File: config.mk
export PLATFORM = sky130hd
export DESIGN_NAME = ewc_top
export DESIGN_NICKNAME = d
export VERILOG_FILES = /design/src/design/ewc_pkg.sv /design/src/design/ewc_top.sv
export SDC_FILE = /design/constraint.sdc
export NUM_CORES = 1
export LEC_CHECK = 0
export BUFFER_PORTS_ARGS = -buffer_cell sky130_fd_sc_hd__buf_4
export CAP_MARGIN = 0
export CORE_ASPECT_RATIO = 0.5
export CORE_MARGIN = 5
export CORE_UTILIZATION = 40
export CTS_CLUSTER_SIZE = 25
export DETAILED_ROUTE_END_ITERATION = 7
export PLACE_DENSITY_LB_ADDON = 0.25
export REMOVE_ABC_BUFFERS = 1
export SYNTH_ARGS = -nofsm -noshare
export SYNTH_HDL_FRONTEND = slang
export SYNTH_SLANG_ARGS = --single-unit
export TNS_END_PERCENT = 10
File: constraint.sdc
create_clock -name clk_i -period 1.9 [get_ports clk_i]
set_clock_uncertainty 0.1 [all_clocks]
set_input_delay 0.38 -clock clk_i [delete_from_list [all_inputs] [get_ports clk_i]]
set_output_delay 0.38 -clock clk_i [all_outputs]
set_load 0.05 [all_outputs]
File: src/design/ewc_pkg.sv
// Package: register map, field layout and types for the external bus wait-state control
package ewc_pkg;
   // Register byte offsets (Wishbone, one aligned word each)
   localparam logic [3:0]  WAIT_CTRL_OFS      = 4'h0;
   localparam logic [3:0]  REQ_ADDR_OFS       = 4'h4;
   localparam logic [3:0]  REQ_DATA_OFS       = 4'h8;
   localparam logic [3:0]  REQ_CMD_OFS        = 4'hc;
   // Wait-state control fields
   localparam int LOW_WAIT_LSB  = 0;
   localparam int UP_WAIT_LSB   = 3;
   localparam int IO_WAIT_LSB   = 9;
   localparam int PSEL_BIT      = 0;
   localparam int WAIT_W        = 3;
   // Reset: full wait states everywhere, as slow memories are safe
   localparam logic [15:0] WAIT_CTRL_RST      = 16'h0e3f;
   localparam logic [15:0] WAIT_CTRL_MASK     = 16'h0e3f;
   localparam logic [15:0] WAIT_CTRL_MASK_RED = 16'h0001;
   // Reduced variant: wait count applied to program reads when the select bit is set
   localparam logic [2:0]  RED_WAIT_COUNT     = 3'h1;
   // Command register fields
   localparam int CMD_GO_BIT    = 0;
   localparam int CMD_WR_BIT    = 1;
   localparam int CMD_SP_LSB    = 2;
   localparam int CMD_BUSY_BIT  = 8;
   // Program-space upper-half address bit
   localparam int UPPER_BIT     = 15;

   typedef enum logic [1:0] {
      EWC_SP_PROG = 2'h0,
      EWC_SP_DATA = 2'h1,
      EWC_SP_IO   = 2'h2
   } ewc_space_e;

   typedef enum logic [2:0] {
      EWC_IDLE   = 3'b001,
      EWC_WAIT   = 3'b010,
      EWC_READY  = 3'b100
   } ewc_state_e;

   typedef struct packed {
      logic        prog_sel;
      logic        data_sel;
      logic        io_sel;
      logic        rd_sel;
      logic        rd_wr;
      logic        strobe;
   } ewc_ctl_s;
endpackage : ewc_pkg

File: src/design/ewc_top.sv
// External bus interface with programmable and ready-driven wait states
// Notes on behaviour
// - Lower program half wait count bits 2..0
// - Upper program half wait count bits 5..3
// - Reduced variant: bit 0 selects program read wait
// - Ready low: wait a cycle, resample
// - Stall access until ready returns high
// - Program select asserted on program accesses
// - Read select usable as output enable
// - Direction output marks read or write
// - I/O wait count bits 11..9
// - I/O select asserted on I/O accesses
// - Strobe asserted during every external access
//
// Our own choices: the Wishbone slave port and the placing of the registers.
`timescale 1ns/100ps
`default_nettype none
module ewc_top #(
   parameter bit REDUCED = 1'b0
) (
   input  wire logic        clk_i,
   input  wire logic        rst_i,
   input  wire logic        wb_cyc_i,
   input  wire logic        wb_stb_i,
   input  wire logic        wb_we_i,
   input  wire logic [3:0]  wb_adr_i,
   input  wire logic [3:0]  wb_sel_i,
   input  wire logic [31:0] wb_dat_i,
   output logic      [31:0] wb_dat_o,
   output logic             wb_ack_o,
   output logic      [15:0] ext_addr_o,
   output logic      [15:0] ext_dout_o,
   output logic             ext_dout_oe_o,
   input  wire logic [15:0] ext_din_i,
   input  wire logic        ext_ready_i,
   output var ewc_pkg::ewc_ctl_s ext_ctl_o
);
   import ewc_pkg::*;

   ewc_state_e  state_reg,    state_next;
   logic [15:0] wctl_reg,     wctl_next;
   logic [15:0] addr_reg,     addr_next;
   logic [15:0] wdat_reg,     wdat_next;
   logic [15:0] rdat_reg,     rdat_next;
   logic        wr_reg,       wr_next;
   ewc_space_e  sp_reg,       sp_next;
   logic [2:0]  cnt_reg,      cnt_next;
   logic        ack_reg,      ack_next;
   logic [31:0] dat_reg,      dat_next;
   logic        busy;
   logic        wb_req;
   logic        go;

   // Wait count for the addressed space
   function automatic logic [2:0] wait_for(input logic [15:0] wctl, input ewc_space_e sp,
                                           input logic [15:0] adr, input logic wr, input bit red);
      logic [2:0] w;
      w = '0;
      if (sp == EWC_SP_PROG)
      begin
         if (red)
            w = (wctl[PSEL_BIT] && !wr) ? RED_WAIT_COUNT : 3'h0;
         else if (adr[UPPER_BIT])
            w = wctl[UP_WAIT_LSB +: WAIT_W];
         else
            w = wctl[LOW_WAIT_LSB +: WAIT_W];
      end
      else if (sp == EWC_SP_IO && !red)
         w = wctl[IO_WAIT_LSB +: WAIT_W];
      return w;
   endfunction : wait_for

   function automatic logic [15:0] merge16(input logic [15:0] old, input logic [31:0] d, input logic [3:0] sel);
      logic [15:0] r;
      r = old;
      if (sel[0])
         r[7:0] = d[7:0];
      if (sel[1])
         r[15:8] = d[15:8];
      return r;
   endfunction : merge16

   assign busy   = (state_reg != EWC_IDLE);
   assign wb_req = wb_cyc_i && wb_stb_i && !ack_reg;
   assign go     = wb_req && wb_we_i && (wb_adr_i == REQ_CMD_OFS) && wb_sel_i[0] && wb_dat_i[CMD_GO_BIT] && !busy;

   always_comb
   begin
      ack_next  = wb_req;
      dat_next  = '0;
      wctl_next = wctl_reg;
      addr_next = addr_reg;
      wdat_next = wdat_reg;
      if (wb_req && wb_we_i)
      begin
         unique case (wb_adr_i)
            WAIT_CTRL_OFS:
               wctl_next = merge16(wctl_reg, wb_dat_i, wb_sel_i) & (REDUCED ? WAIT_CTRL_MASK_RED : WAIT_CTRL_MASK);
            REQ_ADDR_OFS:
               addr_next = busy ? addr_reg : merge16(addr_reg, wb_dat_i, wb_sel_i);
            REQ_DATA_OFS:
               wdat_next = busy ? wdat_reg : merge16(wdat_reg, wb_dat_i, wb_sel_i);
            default:
               ;
         endcase
      end
      else if (wb_req)
      begin
         unique case (wb_adr_i)
            WAIT_CTRL_OFS: dat_next = {16'h0000, wctl_reg};
            REQ_ADDR_OFS:  dat_next = {16'h0000, addr_reg};
            REQ_DATA_OFS:  dat_next = {16'h0000, rdat_reg};
            REQ_CMD_OFS:   dat_next = {23'h000000, busy, 4'h0, sp_reg, wr_reg, 1'b0};
            default:       dat_next = '0;
         endcase
      end
   end

   always_comb
   begin
      state_next = state_reg;
      cnt_next   = cnt_reg;
      wr_next    = wr_reg;
      sp_next    = sp_reg;
      rdat_next  = rdat_reg;
      unique case (state_reg)
         EWC_IDLE:
         begin
            if (go)
            begin
               wr_next    = wb_dat_i[CMD_WR_BIT];
               sp_next    = ewc_space_e'(wb_dat_i[CMD_SP_LSB +: 2]);
               cnt_next   = wait_for(wctl_reg, ewc_space_e'(wb_dat_i[CMD_SP_LSB +: 2]),
                                     addr_reg, wb_dat_i[CMD_WR_BIT], REDUCED);
               state_next = EWC_WAIT;
            end
         end
         EWC_WAIT:
         begin
            if (cnt_reg != 3'h0)
               cnt_next = cnt_reg - 3'h1;
            else
               state_next = EWC_READY;
         end
         EWC_READY:
         begin
            if (ext_ready_i)
            begin
               if (!wr_reg)
                  rdat_next = ext_din_i;
               state_next = EWC_IDLE;
            end
         end
         default:
            state_next = EWC_IDLE;
      endcase
   end

   always_ff @(posedge clk_i)
   begin
      if (rst_i)
      begin
         state_reg <= EWC_IDLE;
         wctl_reg  <= REDUCED ? WAIT_CTRL_MASK_RED : WAIT_CTRL_RST;
         addr_reg  <= '0;
         wdat_reg  <= '0;
         rdat_reg  <= '0;
         wr_reg    <= 1'b0;
         sp_reg    <= EWC_SP_PROG;
         cnt_reg   <= '0;
         ack_reg   <= 1'b0;
         dat_reg   <= '0;
      end
      else
      begin
         state_reg <= state_next;
         wctl_reg  <= wctl_next;
         addr_reg  <= addr_next;
         wdat_reg  <= wdat_next;
         rdat_reg  <= rdat_next;
         wr_reg    <= wr_next;
         sp_reg    <= sp_next;
         cnt_reg   <= cnt_next;
         ack_reg   <= ack_next;
         dat_reg   <= dat_next;
      end
   end

   assign wb_ack_o      = ack_reg;
   assign wb_dat_o      = dat_reg;
   assign ext_addr_o    = addr_reg;
   assign ext_dout_o    = wdat_reg;
   // Data lines driven only during a write so the bus never fights memory
   assign ext_dout_oe_o = busy && wr_reg;

   always_comb
   begin
      ext_ctl_o.prog_sel = busy && (sp_reg == EWC_SP_PROG);
      ext_ctl_o.data_sel = busy && (sp_reg == EWC_SP_DATA);
      ext_ctl_o.io_sel   = busy && (sp_reg == EWC_SP_IO);
      ext_ctl_o.rd_sel   = busy && !wr_reg;
      ext_ctl_o.rd_wr    = busy ? !wr_reg : 1'b1;
      ext_ctl_o.strobe   = busy;
   end

   chk_strobe_busy: assert property (@(posedge clk_i) disable iff (rst_i)
      ext_ctl_o.strobe == (state_reg != EWC_IDLE)) else $error("strobe mismatch");
   chk_ready_hold: assert property (@(posedge clk_i) disable iff (rst_i)
      (state_reg == EWC_READY && !ext_ready_i) |=> state_reg == EWC_READY) else $error("ready stall lost");
   chk_ready_end: assert property (@(posedge clk_i) disable iff (rst_i)
      (state_reg == EWC_READY && ext_ready_i) |=> state_reg == EWC_IDLE) else $error("ready not honoured");
   chk_lower_wait: assert property (@(posedge clk_i) disable iff (rst_i)
      (go && !REDUCED && wb_dat_i[CMD_SP_LSB +: 2] == 2'h0 && !addr_reg[UPPER_BIT])
      |=> cnt_reg == $past(wctl_reg[2:0])) else $error("lower wait wrong");
   chk_upper_wait: assert property (@(posedge clk_i) disable iff (rst_i)
      (go && !REDUCED && wb_dat_i[CMD_SP_LSB +: 2] == 2'h0 && addr_reg[UPPER_BIT])
      |=> cnt_reg == $past(wctl_reg[5:3])) else $error("upper wait wrong");
   chk_io_wait: assert property (@(posedge clk_i) disable iff (rst_i)
      (go && !REDUCED && wb_dat_i[CMD_SP_LSB +: 2] == 2'h2)
      |=> cnt_reg == $past(wctl_reg[11:9])) else $error("io wait wrong");
   // zero wait reaches ready in one cycle
   chk_zero_wait: assert property (@(posedge clk_i) disable iff (rst_i)
      (state_reg == EWC_WAIT && cnt_reg == 3'h0) |=> state_reg == EWC_READY) else $error("wait overrun");
   chk_read_dir: assert property (@(posedge clk_i) disable iff (rst_i)
      ext_ctl_o.rd_sel |-> ext_ctl_o.rd_wr && ext_ctl_o.strobe) else $error("read select bad");
   // one space select at a time
   chk_one_space: assert property (@(posedge clk_i) disable iff (rst_i)
      busy |-> $onehot({ext_ctl_o.prog_sel, ext_ctl_o.data_sel, ext_ctl_o.io_sel})) else $error("space select bad");

   // go opens the access next cycle
   chk_go_starts: assert property (@(posedge clk_i) disable iff (rst_i)
      go |=> ext_ctl_o.strobe && state_reg == EWC_WAIT) else $error("access did not start");

   // wait count steps down by one
   chk_wait_count: assert property (@(posedge clk_i) disable iff (rst_i)
      (state_reg == EWC_WAIT && cnt_reg != 3'h0)
      |=> state_reg == EWC_WAIT && cnt_reg == $past(cnt_reg) - 3'h1) else $error("wait count step bad");

   // read word taken while ready is high in the ready state
   chk_read_capture: assert property (@(posedge clk_i) disable iff (rst_i)
      (state_reg == EWC_READY && ext_ready_i && !wr_reg)
      |=> rdat_reg == $past(ext_din_i)) else $error("read data not captured");

   chk_prog_sel: assert property (@(posedge clk_i) disable iff (rst_i)
      (busy && sp_reg == EWC_SP_PROG)
      |-> ext_ctl_o.prog_sel && !ext_ctl_o.io_sel) else $error("program select missing");

   chk_io_sel: assert property (@(posedge clk_i) disable iff (rst_i)
      (busy && sp_reg == EWC_SP_IO)
      |-> ext_ctl_o.io_sel && !ext_ctl_o.prog_sel) else $error("io select missing");

   chk_write_dir: assert property (@(posedge clk_i) disable iff (rst_i)
      (busy && wr_reg)
      |-> !ext_ctl_o.rd_wr && !ext_ctl_o.rd_sel && ext_dout_oe_o) else $error("write direction bad");

   chk_idle_quiet: assert property (@(posedge clk_i) disable iff (rst_i)
      !busy |-> !ext_ctl_o.strobe && !ext_ctl_o.rd_sel && ext_ctl_o.rd_wr && !ext_dout_oe_o)
      else $error("idle bus not quiet");

   chk_ctl_stable: assert property (@(posedge clk_i) disable iff (rst_i)
      busy |=> !busy || ($stable(ext_ctl_o.rd_sel) && $stable(ext_addr_o))) else $error("controls moved");

   // reduced program wait from select bit
   chk_red_wait: assert property (@(posedge clk_i) disable iff (rst_i)
      (go && REDUCED && wb_dat_i[CMD_SP_LSB +: 2] == 2'h0)
      |=> cnt_reg == (($past(wctl_reg[PSEL_BIT]) && !$past(wb_dat_i[CMD_WR_BIT])) ? RED_WAIT_COUNT : 3'h0))
      else $error("reduced wait wrong");

   // reduced variant has no other waits
   chk_red_other: assert property (@(posedge clk_i) disable iff (rst_i)
      (go && REDUCED && wb_dat_i[CMD_SP_LSB +: 2] != 2'h0) |=> cnt_reg == 3'h0) else $error("reduced extra wait");

   chk_data_wait: assert property (@(posedge clk_i) disable iff (rst_i)
      (go && wb_dat_i[CMD_SP_LSB +: 2] == 2'h1) |=> cnt_reg == 3'h0) else $error("data wait wrong");

   // ready is not honoured during counting
   chk_wait_no_end: assert property (@(posedge clk_i) disable iff (rst_i)
      (state_reg == EWC_WAIT) |=> state_reg != EWC_IDLE) else $error("wait ended early");

   chk_ready_strobe: assert property (@(posedge clk_i) disable iff (rst_i)
      (state_reg == EWC_READY && !ext_ready_i) |=> ext_ctl_o.strobe) else $error("strobe dropped on stall");
endmodule : ewc_top
`default_nettype wire

Yosys cells after proc, flatten, opt, wreduce, memory -nomap -nowiden. Cells that the tools add are included.

Bits in registers: 99. Bits of input ports: 62. Output and inout bits: 72. Word-level logic and storage cells: 74.

$add $sub $neg: 1. Equality and inequality tests: 14. Muxes and demuxes: 12. Bitwise gates (word level): 3. Reduce and logical (&&, ||, !) cells: 31.

Operator list (count): $pmux W16 S4 (1); $mux W3 (8); $reduce_and A4 Y1 (4); $reduce_and A3 Y1 (5); $logic_and A1 B1 Y1 (12); $pmux W3 S3 (1); $eq A4 B4 Y1 const B (2); $ne A2 B2 Y1 const B (4); $pmux W3 S2 (1); $eq A2 B2 Y1 const B (2); $eq A4 B3 Y1 const B (1); $logic_not A2 Y1 (2); $logic_not A4 Y1 (1); $eq A3 B1 Y1 const B (1); $eq A3 B2 Y1 const B (1); $eq A3 B3 Y1 const B (1); $logic_not A1 Y1 (3); $ne A3 B1 Y1 const B (1); $not A1 Y1 (3); $reduce_bool A3 Y1 (1); $reduce_or A3 Y1 (1); $sub A3 B1 Y3 const B (1); $eq A2 B1 Y1 const B (1); $reduce_and A2 Y1 (1); 2 further kinds (2).

Logic depth before layout (Yosys ltp).
Word-level depth: 9. Mapped depth: 7. Gate-level depth less buffers: 6.

Worst setup path before layout. Ideal clock, no wire load.

Kind: flip-flop to output port. Start point: register state_reg[1]. End point: output ext_ctl_o[3] in the netlist's numbering. Arrival: 1691 ps. Data required time: 1420 ps. Slack: -271 ps. Stages on the path, launching flop included: 4. Path buffers: 1. Path through: dfxtp_1 buf_2 nor3b_4 nor3b_1.

RTL lines: start, declared (line ewc_top.sv:40) `ewc_state_e state_reg, state_next;`; start signal, assigned (line ewc_top.sv:176) `state_reg <= state_next;`; end, declared (line ewc_top.sv:36) `output var ewc_pkg::ewc_ctl_s ext_ctl_o`.

==> metrics.log <==
INFO  metric postPlaceCellArea = 4490 µm²
INFO  metric drt_iter0_markers = 229
INFO  metric number_of_antenna_cells_inserted = 0
INFO  metric finalWirelength = 10.3 mm
INFO  metric worst_setup_path_startpoint = state_reg[1]
INFO  metric h-tree-depth = 3
INFO  metric crit_slowest_cell = dfxtp_4
INFO  metric place_hpwl = 7.34 mm
INFO  metric ir_worst_vdd = 0.429 mV
INFO  metric initial_utilization = 0.415
INFO  metric worst_slack = 3.01 ps
INFO  metric path_common_cell = buf_4
INFO  metric finalHoldViolations = 0
INFO  metric most-common-layout-cells = buf_4 (121), dfxtp_1 (81), nor2_1 (44), a21oi_1 (42), nand3_1 (42)
INFO  metric die_w = 145 µm
INFO  metric die_area = 11,300 µm²
INFO  metric yosysSeqAreaShare = 0.455
INFO  metric fmax = 527 MHz
INFO  metric numClockSinks = 83
INFO  metric critPathKind = reg2out
INFO  metric worstPathArrival = 1420 ps
INFO  metric worstPathCellList = nor3b_4 > buf_4 > nor3_1 > buf_4
INFO  metric worst_setup_path_start_kind = flop
INFO  metric endpoint_kind = primary output
INFO  metric worstHoldStart = ext_din_i[11]
INFO  metric grt_pass1_vias = 3,149
INFO  metric final_min_period_over_clock_period = 0.998
INFO  metric row_count = 24
INFO  metric globalRouteTotalUtil = 0.180
INFO  metric final_period_minus_worst_setup_slack = 1900 ps
INFO  metric synthesis.instances = 406
INFO  metric filler_cell_count = 833
INFO  metric timing.reg2reg.worst_path_depth = 7
INFO  metric mappedNetlistArea = 3650 µm²
INFO  metric ctsHoldBuffers = 0
INFO  metric pin_count = 134
INFO  metric vias_per_cell = 5.21
INFO  metric drc = 0
INFO  metric finalWeightedCongestion = 0.815
INFO  metric run_status = finished clean
INFO  metric tritoncts = done
INFO  metric synthesis.area_per_instance = 9.00 µm²
INFO  metric wire_length_of_the_first_global_routing_pass = 16.3 mm
INFO  metric synth-warning-count = 0
INFO  metric antenna_found_initial = 0
INFO  metric ys_types = 39
INFO  metric via_count = 3,299
INFO  metric cts.root.buffer_cell = clkbuf_16
INFO  metric power_density = 788 nW/µm²
INFO  metric min_path_type = in2reg
INFO  metric max_cap_violations = 0
INFO  metric io_buffers = 99
INFO  metric cts_made_buffers = 9
INFO  metric dieHeight = 77.6 µm
INFO  metric first_pass_iters = 5
INFO  metric grt_setup_unrepaired = yes
INFO  metric postLayoutCellArea = 4860 µm²
INFO  metric worstSkewPairLatency = 340 ps
INFO  metric avgRoutedWirePerCell = 16.2 µm
INFO  metric max-clock-path-buffers = 2
INFO  metric reg2reg_from = state_reg[1]
INFO  metric antenna_left = 0
INFO  metric layout.nets = 575
INFO  metric hold_path_cells = 3
INFO  metric fp.coreArea = 8800 µm²
INFO  metric dp_worst_setup_slack = -58.7 ps
INFO  metric grt_start_max_net_pins = 59
INFO  metric synth_seq_cells = 83
INFO  metric power_leakage = 2.15 nW
INFO  metric critical_path.max_fanout = 5
INFO  metric worst_ep_required_time = 1420 ps
INFO  metric syn2layout_area_growth = 33.2%
INFO  metric slew_violations = 0
INFO  metric report.final.setup_viol = 0
INFO  metric critical_path.max_stage_delay = 360 ps
INFO  metric drive_gt1_frac = 0.320
INFO  metric grt_overflow = 0
INFO  metric layout.cells.most_common = buf_4
INFO  metric clk_transition_reported_paths = 60 ps
logic make-up (layout without fill, tap and decap cells):
kind of cell	count (synthesis)	count (layout)	share of synthesized area
muxes	33	33	0.102
buffers and inverters	54	149	0.0832
other	1	16	0.00103
DFF	83	83	0.455
adders and majority gates	2	2	0.00685
AOI/OAI and AO/OA	97	97	0.151
and+or+nand+nor	136	136	0.200
through the flow:
step / TNS (ps) / power, mW / cells / util / hold slack [ps]
floorplan: -1400 / 1.93 / 375 / - / 348
global placement: -384 / 2.10 / 612 / 0.511 / 351
detailed placement: -914 / 2.10 / 612 / 0.511 / 353
CTS: 0 / 3.86 / 630 / 0.547 / 166
global route: -214 / 3.95 / 633 / 0.553 / 172
finish: 0 / 3.83 / 633 / 0.553 / 171
critical path: cells and delay by family (launching register included):
| kind | cells | cell delay [ps] |
|---|---|---|
| buffers and inverters | 2 | 370 |
| AND/OR/NAND/NOR | 2 | 340 |
| flip-flops | 1 | 360 |
layer usage:
| layer | up-vias | track usage | share of wire |
|---|---|---|---|
| met4 | 0 | 0.0475 | 0.011 |
| met1 | 1560 | 0.236 | 0.44 |
| met3 | 13 | 0.0570 | 0.079 |
| li1 | 1617 | - | - |
| met5 | - | 0 | 0 |
| met2 | 109 | 0.289 | 0.47 |
Yosys cell counts:
cell type	number	area, µm²
ha_1	2	25.0
and2_1	2	12.5
buf_4	19	143
a211oi_1	1	7.51
and4bb_2	2	25.0
nor2_1	44	165
and3_1	4	25.0
o211ai_1	1	7.51
o21ai_0	34	170
a22oi_1	7	52.6
a211o_1	3	26.3
buf_6	2	22.5
nor3b_1	5	37.5
conb_1	1	3.75
nand2b_1	3	18.8
a2bb2oi_1	2	17.5
mux4_2	3	67.6
mux2_2	5	56.3
nor4_4	1	21.3
nor2b_1	5	31.3
a31oi_1	1	6.26
nand2_1	12	45.0
mux2i_1	25	250
a221oi_1	1	8.76
nor3b_4	1	18.8
nand3_1	42	210
inv_1	8	30.0
and4b_1	1	10.0
nand4_4	1	21.3
a21oi_1	42	210
buf_2	12	60.1
nor3_1	4	20.0
nand3b_1	8	60.1
and3b_1	1	8.76
clkbuf_1	13	48.8
a31o_2	2	17.5
dfxtp_1	83	1660
a41oi_1	1	8.76
o211a_1	2	20.0
repair_timing:
item | in CTS | in global routing
buffers inserted | 2 | 3
endpoints found under the setup margin | 7 | 37
pin swaps | 1 | 1
hold endpoints to repair | 0 | 0
resized for setup | 2 | 11
where the power goes:
part | switching [mW] | internal, mW | total (mW)
Combinational | 0.205 | 0.113 | 0.318
Sequential | 0.00261 | 1.74 | 1.74
Clock | 0.718 | 1.05 | 1.77
Total | 0.926 | 2.91 | 3.83
cell type report:
| type | count | area, µm² | share of cell area |
|---|---|---|---|
| Multi-Input combinational cell | 284 | 1760 | 0.361 |
| Sequential cell | 83 | 1670 | 0.343 |
| Timing Repair Buffer | 125 | 962 | 0.198 |
| Clock buffer | 10 | 239 | 0.0491 |
| Tap cell | 117 | 146 | 0.0301 |
| Clock inverter | 6 | 65.1 | 0.0134 |
| Inverter | 8 | 30.0 | 0.00617 |
path summary, 6_finish.rpt:
path / endpoint / slack [ps]
setup / recovery: ext_ctl_o[5] / 3
hold / removal: rdat_reg[11] / 170
setup reg to reg: ext_addr_o[0] / 140
hold reg to reg: wb_ack_o / 360
(Power assumes the default switching activity.)
